### src/common/isr_defs.svh
/*
  Constants for the status reporting block: widths, bit positions,
  register selects, zero masks and reset values.
  Assumes it is included by bare name after `default_nettype none.
*/
`ifndef ISR_DEFS_SVH
`define ISR_DEFS_SVH

// ----------------------------------------------------------------
// Widths and reset values
// ----------------------------------------------------------------
`define ISR_WIDE 16
`define ISR_NARROW 8
`define ISR_RST_WORD 16'h0000
`define ISR_RST_BYTE 8'h00
`define ISR_PAD_BYTE 8'h00

// ----------------------------------------------------------------
// Run-state bit positions
// ----------------------------------------------------------------
`define ISR_OPER_WAIT 5
`define ISR_OPER_ARMED 6
`define ISR_OPER_CV 8
`define ISR_OPER_TDONE 9
`define ISR_OPER_CC 10
`define ISR_OPER_SAMPLE 11
`define ISR_OPER_LDONE 12
`define ISR_OPER_LRUN 14
// Bits 0-4, 7, 13, 15 always zero
`define ISR_OPER_ZERO 16'ha09f
// Bits 9 and 12 live only on the event path
`define ISR_OPER_EVONLY 16'h1200

// ----------------------------------------------------------------
// Quality fault bit positions
// ----------------------------------------------------------------
`define ISR_QUES_CM 0
`define ISR_QUES_VM 1
`define ISR_QUES_THERM 3
`define ISR_QUES_SLAVE 6
`define ISR_QUES_VPROT 12
`define ISR_QUES_CPROT 13
`define ISR_QUES_SINK 14
// Bits 2, 4, 5, 7-11, 15 always zero
`define ISR_QUES_ZERO 16'h8fb4

// ----------------------------------------------------------------
// Status byte bit positions
// ----------------------------------------------------------------
`define ISR_SB_ERR 3
`define ISR_SB_MAV 4
`define ISR_SB_ESB 5
`define ISR_SB_RQS 6
`define ISR_SB_OPER 7
`define ISR_SB_LOW_ZERO 3'h0
`define ISR_SB_RQS_OFF 8'hbf

// ----------------------------------------------------------------
// Register selects on the access port
// ----------------------------------------------------------------
`define ISR_SEL_OPER_COND 4'h0
`define ISR_SEL_OPER_EVT 4'h1
`define ISR_SEL_OPER_EN 4'h2
`define ISR_SEL_QUES_COND 4'h3
`define ISR_SEL_QUES_EVT 4'h4
`define ISR_SEL_QUES_EN 4'h5
`define ISR_SEL_STD_COND 4'h6
`define ISR_SEL_STD_EVT 4'h7
`define ISR_SEL_STD_EN 4'h8
`define ISR_SEL_SB_COND 4'h9
`define ISR_SEL_SB_EVT 4'ha
`define ISR_SEL_SB_EN 4'hb

`endif

### src/common/isr_pkg.sv
/*
  Types shared by the status reporting design files.
  Assumes isr_defs.svh supplies the widths.
*/
`default_nettype none
`include "isr_defs.svh"

package isr_pkg;
  // Sixteen-bit register word
  typedef logic [`ISR_WIDE-1:0] isr_word_t;
  // Eight-bit register byte
  typedef logic [`ISR_NARROW-1:0] isr_byte_t;
  // Register select code
  typedef logic [3:0] isr_sel_t;
endpackage : isr_pkg

`default_nettype wire

### src/hdl/isr_group.sv
/*
  One status group: condition, transition-latched event and enable
  mask, with a summary of enabled events.
  Assumes a single clock; read-clear and write strobes are one cycle.
*/
`timescale 1ns/1ps
`default_nettype none
`include "isr_defs.svh"

module isr_group #(
  parameter int W = `ISR_WIDE
) (
  input wire logic i_sys_clk,
  input wire logic i_resetn,
  input wire logic [W-1:0] i_cond,
  input wire logic [W-1:0] i_pulse,
  input wire logic i_clr,
  input wire logic i_wr,
  input wire logic [W-1:0] i_wr_data,
  output logic [W-1:0] o_cond,
  output logic [W-1:0] o_event,
  output logic [W-1:0] o_enable,
  output logic o_summary
);

  // --------------------------------------------------------------
  // Event update
  // --------------------------------------------------------------
  // Rising edges against the held condition
  logic [W-1:0] rise;
  // Bits that survive a read-clear
  logic [W-1:0] kept;
  // Next event contents
  logic [W-1:0] next_event;

  assign rise = i_cond & ~o_cond;
  assign kept = i_clr ? {W{1'b0}} : o_event;
  // New events are ORed after the clear so a set wins over the read
  assign next_event = kept | rise | i_pulse;
  // Only enabled events reach the summary
  assign o_summary = |(o_event & o_enable);

  // Condition, event and enable state
  always_ff @(posedge i_sys_clk or negedge i_resetn) begin
    if (!i_resetn) begin
      o_cond <= {W{1'b0}};
      o_event <= {W{1'b0}};
      o_enable <= {W{1'b0}};
    end else begin
      o_cond <= i_cond;
      o_event <= next_event;
      if (i_wr) begin
        o_enable <= i_wr_data;
      end
    end
  end

endmodule : isr_group

`default_nettype wire

### src/hdl/isr_top.sv
/*
  Status reporting top: run-state and quality-fault groups (16 bits),
  standard event and service-request groups (8 bits), a register
  access port with read-clear events, and the service request line.
  Assumes all inputs are synchronous to i_sys_clk and that the
  command parser drives the read and write strobes for one cycle.
*/
// Contract
// - Clean decode leaves error bit three low
// - Waiting response sets message bit four
// - Two sixteen-bit, two eight-bit condition registers
// - Rising condition bit latches event bit
// - Event read returns contents and clears
// - Enable mask gates events to summary
// - Enabled quality event sets status bit three
// - Masked byte except bit six forms bit six
// - Bit six asserts service request line
// - Queue not empty bit three; message bit four
// - Run-state unused bits read zero
// - Trigger wait flag holds through low input
// - Bit six shows transient armed
// - Bit eight voltage mode, ten current mode
// - Bits nine, twelve event path only
// - Bit eleven sample done, fourteen list running
// - Quality bits zero, one show mode
// - Thermal fault bit three, slave bit six
// - Protection faults at bits twelve, thirteen
// - External reference sets both protection bits (code sets both only when a protection fault is also present)
// - Quality bit fourteen shows sinking
// - Quality unused bits read zero
`timescale 1ns/1ps
`default_nettype none
`include "isr_defs.svh"

module isr_top
  import isr_pkg::*;
(
  input wire logic i_sys_clk,
  input wire logic i_resetn,
  input wire logic i_trig_enabled,
  input wire logic i_trig_ext_src,
  input wire logic i_trig_in,
  input wire logic i_tran_armed,
  input wire logic i_cv_mode,
  input wire logic i_cc_mode,
  input wire logic i_tran_done,
  input wire logic i_sample_done,
  input wire logic i_list_done,
  input wire logic i_list_running,
  input wire logic i_in_current_mode,
  input wire logic i_in_voltage_mode,
  input wire logic i_thermal_fault,
  input wire logic i_slave_fault,
  input wire logic i_volt_prot_fault,
  input wire logic i_curr_prot_fault,
  input wire logic i_ext_ref_en,
  input wire logic i_sinking,
  input wire logic [7:0] i_std_evt_cond,
  input wire logic i_err_queue_nonempty,
  input wire logic i_msg_avail,
  input wire logic i_rd_en,
  input wire logic [3:0] i_rd_sel,
  input wire logic i_wr_en,
  input wire logic [3:0] i_wr_sel,
  input wire logic [15:0] i_wr_data,
  output logic [15:0] o_rd_data,
  output logic o_rd_valid,
  output logic o_srq,
  output logic o_trigger_wait_flag
);

  // --------------------------------------------------------------
  // Trigger wait flag
  // --------------------------------------------------------------
  // Holds while an external trigger input sits low
  logic wait_hold;
  logic next_wait_hold;

  assign next_wait_hold = i_trig_ext_src &
                          (~i_trig_in | (wait_hold & ~i_trig_in));

  // Hold latch and registered flag
  always_ff @(posedge i_sys_clk or negedge i_resetn) begin
    if (!i_resetn) begin
      wait_hold <= 1'b0;
      o_trigger_wait_flag <= 1'b0;
    end else begin
      wait_hold <= next_wait_hold;
      o_trigger_wait_flag <= i_trig_enabled | next_wait_hold;
    end
  end

  // --------------------------------------------------------------
  // Run-state condition inputs
  // --------------------------------------------------------------
  isr_word_t oper_in;      // Masked condition word
  isr_word_t oper_pulse;   // Event-only pulses
  isr_word_t oper_cond;    // Held condition
  isr_word_t oper_event;   // Latched events
  isr_word_t oper_en;      // Enable mask
  logic oper_sum;          // Enabled event summary
  isr_word_t oper_raw;     // Before unused bits are forced

  // Condition word; positions with no source stay zero
  always_comb begin
    oper_raw = `ISR_RST_WORD;
    oper_raw[`ISR_OPER_WAIT] = i_trig_enabled | wait_hold;
    oper_raw[`ISR_OPER_ARMED] = i_tran_armed;
    oper_raw[`ISR_OPER_CV] = i_cv_mode;
    oper_raw[`ISR_OPER_CC] = i_cc_mode;
    oper_raw[`ISR_OPER_SAMPLE] = i_sample_done;
    oper_raw[`ISR_OPER_LRUN] = i_list_running;
  end
  assign oper_in = oper_raw & ~(`ISR_OPER_ZERO | `ISR_OPER_EVONLY);

  assign oper_pulse = ({{(`ISR_WIDE-1){1'b0}}, i_tran_done}
                       << `ISR_OPER_TDONE) |
                      ({{(`ISR_WIDE-1){1'b0}}, i_list_done}
                       << `ISR_OPER_LDONE);

  // --------------------------------------------------------------
  // Quality fault condition inputs
  // --------------------------------------------------------------
  isr_word_t ques_raw;
  isr_word_t ques_in;
  isr_word_t ques_cond;
  isr_word_t ques_event;
  isr_word_t ques_en;
  logic ques_sum;
  logic ref_fault;         // Any protection fault under ext reference

  assign ref_fault = i_ext_ref_en & (i_volt_prot_fault | i_curr_prot_fault);
  // Fault word; unused positions stay zero
  always_comb begin
    ques_raw = `ISR_RST_WORD;
    ques_raw[`ISR_QUES_CM] = i_in_current_mode;
    ques_raw[`ISR_QUES_VM] = i_in_voltage_mode;
    ques_raw[`ISR_QUES_THERM] = i_thermal_fault;
    ques_raw[`ISR_QUES_SLAVE] = i_slave_fault;
    ques_raw[`ISR_QUES_VPROT] = i_volt_prot_fault | ref_fault;
    ques_raw[`ISR_QUES_CPROT] = i_curr_prot_fault | ref_fault;
    ques_raw[`ISR_QUES_SINK] = i_sinking;
  end
  assign ques_in = ques_raw & ~`ISR_QUES_ZERO;

  // --------------------------------------------------------------
  // Status byte and service request
  // --------------------------------------------------------------
  isr_byte_t std_cond;
  isr_byte_t std_event;
  isr_byte_t std_en;
  logic std_sum;
  isr_byte_t sb_in;        // Status byte condition
  isr_byte_t sb_cond;
  isr_byte_t sb_event;
  isr_byte_t sb_en;
  logic rqs_next;          // Request summary for next cycle

  assign sb_in[2:0] = `ISR_SB_LOW_ZERO;
  // error bit only from queue or faults
  assign sb_in[`ISR_SB_ERR] = i_err_queue_nonempty | ques_sum;
  assign sb_in[`ISR_SB_MAV] = i_msg_avail;
  assign sb_in[`ISR_SB_ESB] = std_sum;
  assign sb_in[`ISR_SB_RQS] = o_srq;
  assign sb_in[`ISR_SB_OPER] = oper_sum;
  assign rqs_next = |(sb_in & sb_en & `ISR_SB_RQS_OFF);

  // Request line flop; bit six of the byte reads this same flop
  always_ff @(posedge i_sys_clk or negedge i_resetn) begin
    if (!i_resetn) begin
      o_srq <= 1'b0;
    end else begin
      o_srq <= rqs_next;
    end
  end

  // --------------------------------------------------------------
  // Register access decode
  // --------------------------------------------------------------
  wire clr_oper = i_rd_en & (i_rd_sel == `ISR_SEL_OPER_EVT);
  wire clr_ques = i_rd_en & (i_rd_sel == `ISR_SEL_QUES_EVT);
  wire clr_std = i_rd_en & (i_rd_sel == `ISR_SEL_STD_EVT);
  wire clr_sb = i_rd_en & (i_rd_sel == `ISR_SEL_SB_EVT);
  wire wr_oper = i_wr_en & (i_wr_sel == `ISR_SEL_OPER_EN);
  wire wr_ques = i_wr_en & (i_wr_sel == `ISR_SEL_QUES_EN);
  wire wr_std = i_wr_en & (i_wr_sel == `ISR_SEL_STD_EN);
  wire wr_sb = i_wr_en & (i_wr_sel == `ISR_SEL_SB_EN);
  isr_word_t rd_mux;

  // Unmapped selects read zero; bytes sit in the low lane
  assign rd_mux =
    (i_rd_sel == `ISR_SEL_OPER_COND) ? oper_cond :
    (i_rd_sel == `ISR_SEL_OPER_EVT) ? oper_event :
    (i_rd_sel == `ISR_SEL_OPER_EN) ? oper_en :
    (i_rd_sel == `ISR_SEL_QUES_COND) ? ques_cond :
    (i_rd_sel == `ISR_SEL_QUES_EVT) ? ques_event :
    (i_rd_sel == `ISR_SEL_QUES_EN) ? ques_en :
    (i_rd_sel == `ISR_SEL_STD_COND) ? {`ISR_PAD_BYTE, std_cond} :
    (i_rd_sel == `ISR_SEL_STD_EVT) ? {`ISR_PAD_BYTE, std_event} :
    (i_rd_sel == `ISR_SEL_STD_EN) ? {`ISR_PAD_BYTE, std_en} :
    (i_rd_sel == `ISR_SEL_SB_COND) ? {`ISR_PAD_BYTE, sb_cond} :
    (i_rd_sel == `ISR_SEL_SB_EVT) ? {`ISR_PAD_BYTE, sb_event} :
    (i_rd_sel == `ISR_SEL_SB_EN) ? {`ISR_PAD_BYTE, sb_en} :
    `ISR_RST_WORD;

  // Read data register; the event value is taken before its clear
  always_ff @(posedge i_sys_clk or negedge i_resetn) begin
    if (!i_resetn) begin
      o_rd_data <= `ISR_RST_WORD;
      o_rd_valid <= 1'b0;
    end else begin
      o_rd_valid <= i_rd_en;
      if (i_rd_en) begin
        o_rd_data <= rd_mux;
      end
    end
  end

  // --------------------------------------------------------------
  // Group instances
  // --------------------------------------------------------------
  // two wide groups
  isr_group #(.W(`ISR_WIDE)) u_oper (
    .i_sys_clk(i_sys_clk), .i_resetn(i_resetn),
    .i_cond(oper_in), .i_pulse(oper_pulse), .i_clr(clr_oper),
    .i_wr(wr_oper), .i_wr_data(i_wr_data),
    .o_cond(oper_cond), .o_event(oper_event), .o_enable(oper_en),
    .o_summary(oper_sum)
  );

  isr_group #(.W(`ISR_WIDE)) u_ques (
    .i_sys_clk(i_sys_clk), .i_resetn(i_resetn),
    .i_cond(ques_in), .i_pulse(`ISR_RST_WORD), .i_clr(clr_ques),
    .i_wr(wr_ques), .i_wr_data(i_wr_data),
    .o_cond(ques_cond), .o_event(ques_event), .o_enable(ques_en),
    .o_summary(ques_sum)
  );

  isr_group #(.W(`ISR_NARROW)) u_std (
    .i_sys_clk(i_sys_clk), .i_resetn(i_resetn),
    .i_cond(i_std_evt_cond), .i_pulse(`ISR_RST_BYTE), .i_clr(clr_std),
    .i_wr(wr_std), .i_wr_data(i_wr_data[7:0]),
    .o_cond(std_cond), .o_event(std_event), .o_enable(std_en),
    .o_summary(std_sum)
  );

  isr_group #(.W(`ISR_NARROW)) u_sb (
    .i_sys_clk(i_sys_clk), .i_resetn(i_resetn),
    .i_cond(sb_in), .i_pulse(`ISR_RST_BYTE), .i_clr(clr_sb),
    .i_wr(wr_sb), .i_wr_data(i_wr_data[7:0]),
    .o_cond(sb_cond), .o_event(sb_event), .o_enable(sb_en),
    .o_summary()
  );

  // Request summary rebuilt by bit picking, not by the mask constant
  logic rqs_check;
  assign rqs_check =
    |({sb_in[`ISR_SB_OPER], sb_in[`ISR_SB_ESB:0]} &
      {sb_en[`ISR_SB_OPER], sb_en[`ISR_SB_ESB:0]});
endmodule : isr_top

`default_nettype wire

### config.mk
export PLATFORM = sky130hd
export DESIGN_NAME = isr_top
export DESIGN_NICKNAME = d
export VERILOG_FILES = /design/src/common/isr_pkg.sv /design/src/hdl/isr_group.sv /design/src/hdl/isr_top.sv
export VERILOG_INCLUDE_DIRS = /design/src /design/src/common
export SDC_FILE = /design/constraint.sdc
export NUM_CORES = 1
export LEC_CHECK = 0
export ABC_AREA = 0
export BUFFER_PORTS_ARGS = -buffer_cell sky130_fd_sc_hd__buf_2
export CAP_MARGIN = 10
export CORE_ASPECT_RATIO = 0.7
export CORE_MARGIN = 2
export CORE_UTILIZATION = 57
export DETAILED_ROUTE_END_ITERATION = 16
export GPL_TIMING_DRIVEN = 0
export PLACE_DENSITY = 0.79
export SYNTH_ARGS = -nofsm -noshare
export SYNTH_HDL_FRONTEND = slang
export SYNTH_SLANG_ARGS = --single-unit
### constraint.sdc
create_clock -name i_sys_clk -period 1.6 [get_ports i_sys_clk]
set_input_delay 0 -clock i_sys_clk [delete_from_list [all_inputs] [get_ports i_sys_clk]]
set_output_delay 0 -clock i_sys_clk [all_outputs]
set_load 0.01 [all_outputs]
==> results of run 1 <==
-- flip-flops by register name (all words and copies together) (netlist names), 5 cells and up --
| register | count |
|---|---|
| u_ques.o_event | 7 |
| u_oper.o_enable | 16 |
| u_std.o_event | 8 |
| u_ques.o_enable | 16 |
| u_std.o_enable | 8 |
| u_sb.o_enable | 8 |
| u_std.o_cond | 8 |
| u_oper.o_cond | 6 |
| u_oper.o_event | 8 |
| o_rd_data | 16 |
| u_sb.o_event | 5 |
| u_ques.o_cond | 7 |
| u_sb.o_cond | 5 |
-- critical path, delay by kind of cell, from the launching register on --
kind	cells	cell delay (ns)
compound gates	3	0.65
flops	1	0.40
mux	1	0.28
simple gates	1	0.08
-- repair_timing --
item | in CTS | in global routing
setup endpoints to repair | 0 | 5
setup buffers | 0 | 1
hold buffers | 47 | 0
resized for setup | 0 | 4
endpoints found under the hold margin | 159 | 0
-- cell usage after synthesis, types with 3 or more instances --
master and number:
a211oi_1 5, a21o_1 6, a21oi_1 17, a221o_1 4, a221oi_1 4, a22o_1 10
a22oi_1 15, a31oi_1 3, a32oi_1 4, and3_1 3, buf_2 11, buf_4 4
buf_6 5, dfrtp_1 122, inv_1 31, mux2_2 49, mux2i_1 16, nand2_1 40
nand2b_1 7, nand3_1 6, nor2_1 17, nor2b_1 4, nor3_1 7, o21ai_0 34
o22ai_1 6, o2bb2ai_1 3
-- power by group through the flow --
| stage | logic, mW | clock network, mW | registers [mW] |
|---|---|---|---|
| final | 1.31 | 4.17 | 3.93 |
| after global routing | 1.42 | 4.36 | 3.97 |
| after CTS | 1.28 | 4.20 | 3.90 |
| after detailed placement | 1.18 | 0 | 3.94 |
| after global placement | 1.12 | 0 | 3.92 |
| after floorplan | 0.745 | 0 | 3.84 |
-- metrics by stage --
stage	hold WS [ns]	util, %	TNS (ns)	total power, mW	instance area [sq um]
2_1_floorplan	-0.296	-	0	4.58	5500
3_3_place_gp	0.122	65.3	-113.07	5.03	6020
3_5_place_dp	0.00577	65.7	0	5.11	6050
4_1_cts	0.0114	77.8	0	9.39	7170
5_1_grt	0.0397	77.9	0	9.75	7180
6_report	0.0378	77.9	0	9.41	7180
-- metal layers --
layer | vias up | global-route usage (%)
li1 | 2014 | -
met1 | 2304 | 44.3
met2 | 293 | 48.1
met3 | 29 | 9.54
met4 | 0 | 10.9
met5 | - | 0
-- area by class of cell --
class / count / area [sq um] / share of cell area (%)
sequential: 122 / 3050 / 42.5
multi-input combinational: 298 / 2180 / 30.4
timing repair buffer: 121 / 872 / 12.1
clock buffer: 23 / 478 / 6.65
clock inverter: 8 / 165 / 2.30
buffer: 23 / 155 / 2.16
tap: 124 / 155 / 2.16
inverter: 32 / 120 / 1.67
-- kinds of logic after synthesis --
family | share of synthesized area [%]
mux | 12.9
buf+inv | 4.96
simple gates | 10.1
flops | 55.5
compound gates | 16.5
-- worst paths after layout --
path                             startpoint                 end  slack (ns)
max                        u_sb.o_enable[3]        o_rd_data[3]        0.04
min                            i_ext_ref_en  u_ques.o_event[12]        0.04
max reg2reg                u_sb.o_enable[3]        o_rd_data[3]        0.04
min reg2reg                           o_srq      u_sb.o_cond[6]        0.41
max in group asynchronous          i_resetn    u_ques.o_cond[0]        0.78
min in group asynchronous          i_resetn    u_sb.o_enable[4]        0.13
-- cells in the final DEF (no fill, tap or decap), types with 10 or more instances in the layout --
cell type,netlist,layout
dfrtp_1,122,122
buf_2,11,82
mux2_2,49,49
dlygate4sd3_1,0,47
nand2_1,40,40
o21ai_0,34,34
inv_1,31,31
nor2_1,17,17
a21oi_1,17,17
clkbuf_16,0,17
mux2i_1,16,16
a22oi_1,15,15
a22o_1,10,10
==> metrics.txt, run 1 <==
status finished, final reports clean; CTS root buffer clkbuf_16; DR vias/cell 6.18; uppermost layer routed met4; Worst-Skew Late Latency 0.41 ns; maximum fanout along the worst path 3; CTS tree built; max-slew violations 0; DR DRC count 0; Mapped Avg Cell Area 11.6 sq um; RSZ-0062 raised after global routing false; top cells by area, synth dfrtp_1 55%, mux2_2 10%, o21ai_0 3.1%; number of nets with antenna violations after routing 0; final period utilization 97.2%; Synth Flop Type dfrtp_1; met1 wire length 6470 microns; R2R cell count 5; skew final 0.00667 ns; fill count 582; Mapped Nets 531; met2 WL post-DR 7300 microns; DRT Pass-1 Iters 5; first-pass GRT wire length 24,300 microns; Die Span Y 86.2 microns; Reg power frac 41.8%; pin count of the biggest net entering global routing 65; FFs w/ async S/R, synth 100%; Clock power frac 44.3%; crit path capture type flip-flop; Max Freq 643 MHz; Distinct cells, synth 60; Cell Chain, Critical Path mux2_2 > nand3_1 > a32oi_1 > o21ai_0 > o21ai_0; CP Launch Type flip-flop; htree depth 4; placed insts 672; Worst-path clk slew 0.05 ns; Yosys warnings 0; Pwr per Cell Area 1310 nW/um^2; critical path class flip-flop to flip-flop; relative slew slack 42.2%; Tot GR Track Use 31.7%; switch share 24.7%; maxcap violations 0; Place WS 0.0461 ns; WHS Path Cells 3; routed wl met3 1690 microns; vias post-DR 4,640; CP most frequent cell o21ai_0; critical path's largest stage delay 0.40 ns; drt wl/cell 20.9 microns; Worst EP arrival 1.82 ns; Clock Path Buffers 2; num rows 29; top-area cell type share of the netlist area 55.5%; layout cells sized above 1 30.0%; number of synthesized flops with an enable pin 0; FF+latch count, synth 122; Iteration-0 DRC Markers 507; post-DP HPWL 10,500 microns; die area 10,500 sq um; Cells after Synth 475; Worst-Margin Slew 0.862 ns; Layout Cells excl Fill 751; peak supply drop 1110 uV; P&R area growth vs syn 30.5%; logic gate share of total power 13.9%; vias in the first global route 4,511; I/O Buffers 72; Worst path slowest cell dfrtp_1; Syn Std Cell Area 5500 sq um; Seq/Total Area, Yosys 55.5%; die width 121 microns; Worst Hold Class primary input to flip-flop; Leakage 3.40 nW; initial antenna violation count 0; Hold Violations, Final 0; grt ovf 0; diode count 0; Starting Density 59.7%; worst setup margin 0.0446 ns; # clock sinks 122; final layout net count 671; crit path time final 1.56 ns; Num CTS Buffers 17; Critical Path RT 1.87 ns; net switching power figure 2.32 mW; routability-driven placement congestion ratio 0.947; Final setup viols 0; Core Region 9220 sq um; Cell Int Power 7.09 mW; Top Ports 75; Yosys top cell by area dfrtp_1; routed wire length 15,700 microns
(Power assumes the default switching activity.)
==> run 2: changes to the inputs <==
--- a/config.mk
+++ b/config.mk
@@ -9,12 +9,12 @@
 export ABC_AREA = 0
 export BUFFER_PORTS_ARGS = -buffer_cell sky130_fd_sc_hd__buf_2
 export CAP_MARGIN = 10
-export CORE_ASPECT_RATIO = 0.7
+export CORE_ASPECT_RATIO = 0.5
 export CORE_MARGIN = 2
 export CORE_UTILIZATION = 57
 export DETAILED_ROUTE_END_ITERATION = 16
 export GPL_TIMING_DRIVEN = 0
-export PLACE_DENSITY = 0.79
+export PLACE_DENSITY = 0.8
 export SYNTH_ARGS = -nofsm -noshare
 export SYNTH_HDL_FRONTEND = slang
 export SYNTH_SLANG_ARGS = --single-unit
==> metrics.txt, run 2 (synthesis gave the netlist of run 1 again) <==
status finished, final reports clean; Area after DPL 6070 sq um; WHS Path Cells 3; P&R area growth vs syn 29.2%; DR vias/cell 5.98; net switching power figure 2.33 mW; met2 WL post-DR 6870 microns; CTS root buffer clkbuf_16; post-route cell area 7110 sq um; grt ovf 0; final core occ 75.5%; Final setup viols 0; maximum fanout along the worst path 2; drt wl/cell 20.4 microns; Hold Violations, Final 0; vias in the first global route 4,467; CTS tree built; max-slew violations 0; Worst EP arrival 1.82 ns; logic gate share of total power 14.4%; layout cells sized above 1 29.6%; Critical Path RT 1.88 ns; critical path class flip-flop to flip-flop; CP Launch Type flip-flop; most frequent cells in the layout 122 x dfrtp_1, 82 x buf_2, 49 x mux2_2; routed wire length 15,600 microns; final layout net count 671; Reg power frac 43.8%; maxcap violations 0; crit path time final 1.54 ns; final period utilization 96.3%; Clock Path Buffers 2; die area 10,500 sq um; met1 wire length 6740 microns; DR DRC count 0; vias post-DR 4,561; Cell Int Power 6.58 mW; Max Freq 649 MHz; relative slew slack 40.1%; initial antenna violation count 0; Top Ports 75; Pwr per Cell Area 1250 nW/um^2; commonest non-fill, non-tap cell in the layout dfrtp_1; # clock sinks 122; DRT Pass-1 Iters 5; Clock power frac 41.8%; diode count 0; biggest regs o_rd_data: 16 flops, u_oper.o_enable: 16 flops, u_ques.o_enable: 16 flops; R2R cell count 5; Die Span Y 73.5 microns; I/O Buffers 72; number of nets with antenna violations after routing 0; htree depth 4; Worst Hold Class primary input to flip-flop; Starting Density 58.5%; num rows 25; first-pass GRT wire length 24,100 microns; peak supply drop 789 uV; crit path capture type flip-flop; routability-driven placement congestion ratio 0.923; switch share 26.2%; die width 143 microns; uppermost layer routed met4; pin count of the biggest net entering global routing 65; Tot GR Track Use 31.7%; RSZ-0062 raised after global routing false; post-DP HPWL 10,400 microns; Iteration-0 DRC Markers 449; skew final 0.00522 ns; Worst-Margin Slew 0.893 ns; Core Region 9420 sq um; Leakage 3.36 nW; routed wl met3 1560 microns; Worst-Skew Late Latency 0.42 ns; Num CTS Buffers 17; Worst-path clk slew 0.06 ns
run 2: routing by layer:
| layer | vias to the layer above | global-route usage, % |
|---|---|---|
| li1 | 2009 | - |
| met1 | 2252 | 43.3 |
| met2 | 263 | 47.6 |
| met3 | 37 | 9.58 |
| met4 | 0 | 14.0 |
| met5 | - | 0 |
run 2: what timing repair did:
item / CTS / global route
resized for setup: 0 / 3
buffers inserted: 0 / 1
endpoints found under the hold margin: 159 / 0
hold buffers: 47 / 0
endpoints found under the setup margin: 0 / 3
run 2: power groups by stage:
stage	Sequential (mW)	Clock (mW)	Combinational, mW
2_1_floorplan	3.84	0	0.745
3_3_place_gp	3.92	0	1.11
3_5_place_dp	3.93	0	1.16
4_1_cts	3.89	3.71	1.26
5_1_grt	3.95	3.87	1.41
6_report	3.90	3.72	1.28
run 2: stage by stage:
| step | power (mW) | setup TNS [ns] | std cells | hold WS [ns] | worst slack [ns] |
|---|---|---|---|---|---|
| after global placement | 5.03 | -109.60 | 682 | 0.122 | -0.907 |
| after CTS | 8.86 | 0 | 762 | 0.0627 | 0.0190 |
| after detailed placement | 5.09 | 0 | 683 | 0.00697 | 0.0350 |
| after floorplan | 4.58 | 0 | 475 | -0.296 | 0.276 |
| after global routing | 9.23 | 0 | 763 | 0.102 | 0.0422 |
| final | 8.91 | 0 | 763 | 0.0728 | 0.0589 |
run 2: final timing paths:
kind | startpoint | endpoint | slack (ns)
max in group asynchronous | i_resetn | u_oper.o_cond[14] | 0.76
min | i_rd_sel[3] | o_rd_data[15] | 0.07
min reg2reg | o_srq | u_sb.o_cond[6] | 0.42
max reg2reg | u_std.o_cond[6] | o_rd_data[6] | 0.06
max | u_std.o_cond[6] | o_rd_data[6] | 0.06
min in group asynchronous | i_resetn | u_ques.o_enable[4] | 0.13
run 2: worst max-delay path, cell delays in order (launching register included):
cell	delay (ns)
dfrtp_1	0.37
nor2b_1	0.22
o22ai_1	0.12
and4_1	0.21
a211oi_1	0.37
o41ai_1	0.11
run 2: area by class of cell:
type	instances	area, sq um
multi-input combinational	298	2180
tap	135	169
sequential	122	3050
timing repair buffer	121	872
fill	626	2300
buffer	23	155
clock buffer	24	472
inverter	32	120
clock inverter	8	93.8
==> run 3: changes to the inputs <==
--- a/config.mk
+++ b/config.mk
@@ -11,10 +11,11 @@
 export CAP_MARGIN = 10
 export CORE_ASPECT_RATIO = 0.5
 export CORE_MARGIN = 2
-export CORE_UTILIZATION = 57
+export CORE_UTILIZATION = 60
 export DETAILED_ROUTE_END_ITERATION = 16
 export GPL_TIMING_DRIVEN = 0
-export PLACE_DENSITY = 0.8
+export PLACE_DENSITY = 0.82
 export SYNTH_ARGS = -nofsm -noshare
 export SYNTH_HDL_FRONTEND = slang
+export SYNTH_HIERARCHICAL = 1
 export SYNTH_SLANG_ARGS = --single-unit
==> metrics.txt, run 3 <==
status finished with violations; failing checks negative setup slack; Starting Density 61.7%; Place WS -0.633 ns; Tot GR Track Use 36.9%; die width 166 microns; final period utilization 122%; RSZ-0062 raised after global routing true; kind of cell adding the most delay to the critical path compound AO/OA/AOI/OAI gates; Worst Hold Class primary input to flip-flop; num rows 29; skew final 0.00932 ns; worst setup margin -0.354 ns; Setup TNS -0.981 ns; Hold Violations, Final 0; number of nets with antenna violations after routing 0; Cells after Synth 682; CTS root buffer clkbuf_16; max-slew violations 0; worst setup path start u_ques/o_enable[4]; Mapped Avg Cell Area 11.5 sq um; routability-driven placement congestion ratio 0.978; RR Startpoint u_ques/o_enable[4]; most frequent cells in the layout 160 x dfrtp_1, 90 x conb_1, 87 x buf_2; Worst path slowest cell dfrtp_2; DR vias/cell 6.03; crit path capture type flip-flop; Leakage 4.33 nW; Die Span Y 85.0 microns; flop-to-flop setup slack -0.35 ns; Critical Path Stages 5; WP buf/inv 0; routed wire length 25,500 microns; Layout Cells excl Fill 1,102; Max Freq 512 MHz; M3 GR Usage 10.2%; layout cells sized above 1 26.9%; relative slew slack 43.6%; crit path time final 1.95 ns; commonest non-fill, non-tap cell in the layout dfrtp_1; global route hottest layer met2; placed insts 1,016; Top Ports 75; grt ovf 0; critical path's largest stage delay 0.45 ns; Worst EP arrival 2.26 ns; P&R area growth vs syn 27.4%; peak supply drop 774 uV; CP Launch Type flip-flop; Num CTS Buffers 17; drt wl/cell 23.1 microns; DRT Pass-1 Iters 6; Worst-path clk slew 0.07 ns; final core occ 78.7%; Cell Chain, Critical Path a22o_1 > a221oi_2 > nand4_1 > or2_4 > a221o_1; end point of the critical path u_sb/o_event[3]; post-DP HPWL 17,100 microns; maxcap violations 0; post-route cell area 10,000 sq um; M2 GR Usage 54.6%; Clock Path Buffers 2; diode count 0; CTS tree built; DR DRC count 0; Critical Path RT 1.91 ns; I/O Buffers 74; RR Endpoint u_sb/o_event[3]; htree depth 4; final layout net count 976; Iteration-0 DRC Markers 835; vias post-DR 6,641; first-pass GRT wire length 38,500 microns; initial antenna violation count 0; fill count 777; Final setup viols 4; Worst-Margin Slew 0.846 ns; Yosys warnings 6; vias in the first global route 6,537; critical path class flip-flop to flip-flop; Syn Std Cell Area 7860 sq um; die area 14,100 sq um; pin count of the biggest net entering global routing 93; Pwr per Cell Area 1100 nW/um^2; Worst-Skew Late Latency 0.43 ns; # clock sinks 164; R2R cell count 5; Core Region 12,700 sq um; GR met1 Demand/Resource 53.4%; maximum fanout along the worst path 3; Area after DPL 8820 sq um
run 3: how the worst min path moves through the flow:
stage                       startpoint           endpoint  depth (start not counted)
after floorplan               i_resetn       o_rd_data[0]                          0
after global placement    i_tran_armed   u_oper/o_cond[6]                          1
after detailed placement     i_cc_mode  u_oper/o_cond[10]                          1
after CTS                      i_rd_en       o_rd_data[2]                          4
after global routing           i_rd_en       o_rd_data[2]                          4
final                      i_wr_sel[1]  u_std/o_enable[0]                          4
run 3: layout make-up:
type | instances | area [sq um] | share of cell area [%]
Buffer | 42 | 302 | 3.01
Clock buffer | 18 | 439 | 4.38
Clock inverter | 13 | 159 | 1.59
Inverter | 57 | 214 | 2.14
Multi-Input combinational cell | 507 | 3640 | 36.3
Sequential cell | 164 | 4110 | 41.0
Tap cell | 170 | 213 | 2.12
Timing Repair Buffer | 131 | 947 | 9.45
run 3: worst min-delay path, cell delays in order:
cell and delay (ns):
buf_2 0.11, nor3_1 0.06, buf_6 0.15, mux2_4 0.19
run 3: routing by layer:
layer / part of all wire, % / vias to the layer above
met2: 43 / 356
met1: 44 / 3329
li1: - / 2904
met3: 11 / 52
met5: 0 / -
met4: 1.9 / 0
run 3: power breakdown:
part | internal, mW | total (mW) | switching [mW] | leakage (nW)
sequential | 4.58 | 5.07 | 0.493 | 1.80
clock | 2.39 | 4.22 | 1.83 | 0.289
combinational | 0.931 | 1.78 | 0.853 | 2.25
total | 7.90 | 11.1 | 3.17 | 4.33
run 3: metrics by stage:
step / hold slack (ns) / total power, mW
floorplan: -0.296 / 5.92
global placement: 0.121 / 6.57
detailed placement: 0.123 / 6.62
CTS: 0.0969 / 11.0
global route: 0.102 / 11.4
finish: 0.110 / 11.1
run 3: repair_timing:
action / 4_1_cts / 5_1_grt
gates resized for setup: 10 / 4
hold buffers: 49 / 0
hold endpoints to repair: 190 / 0
pin swaps: 5 / 3
buffers inserted: 6 / 1
setup endpoints to repair: 32 / 15
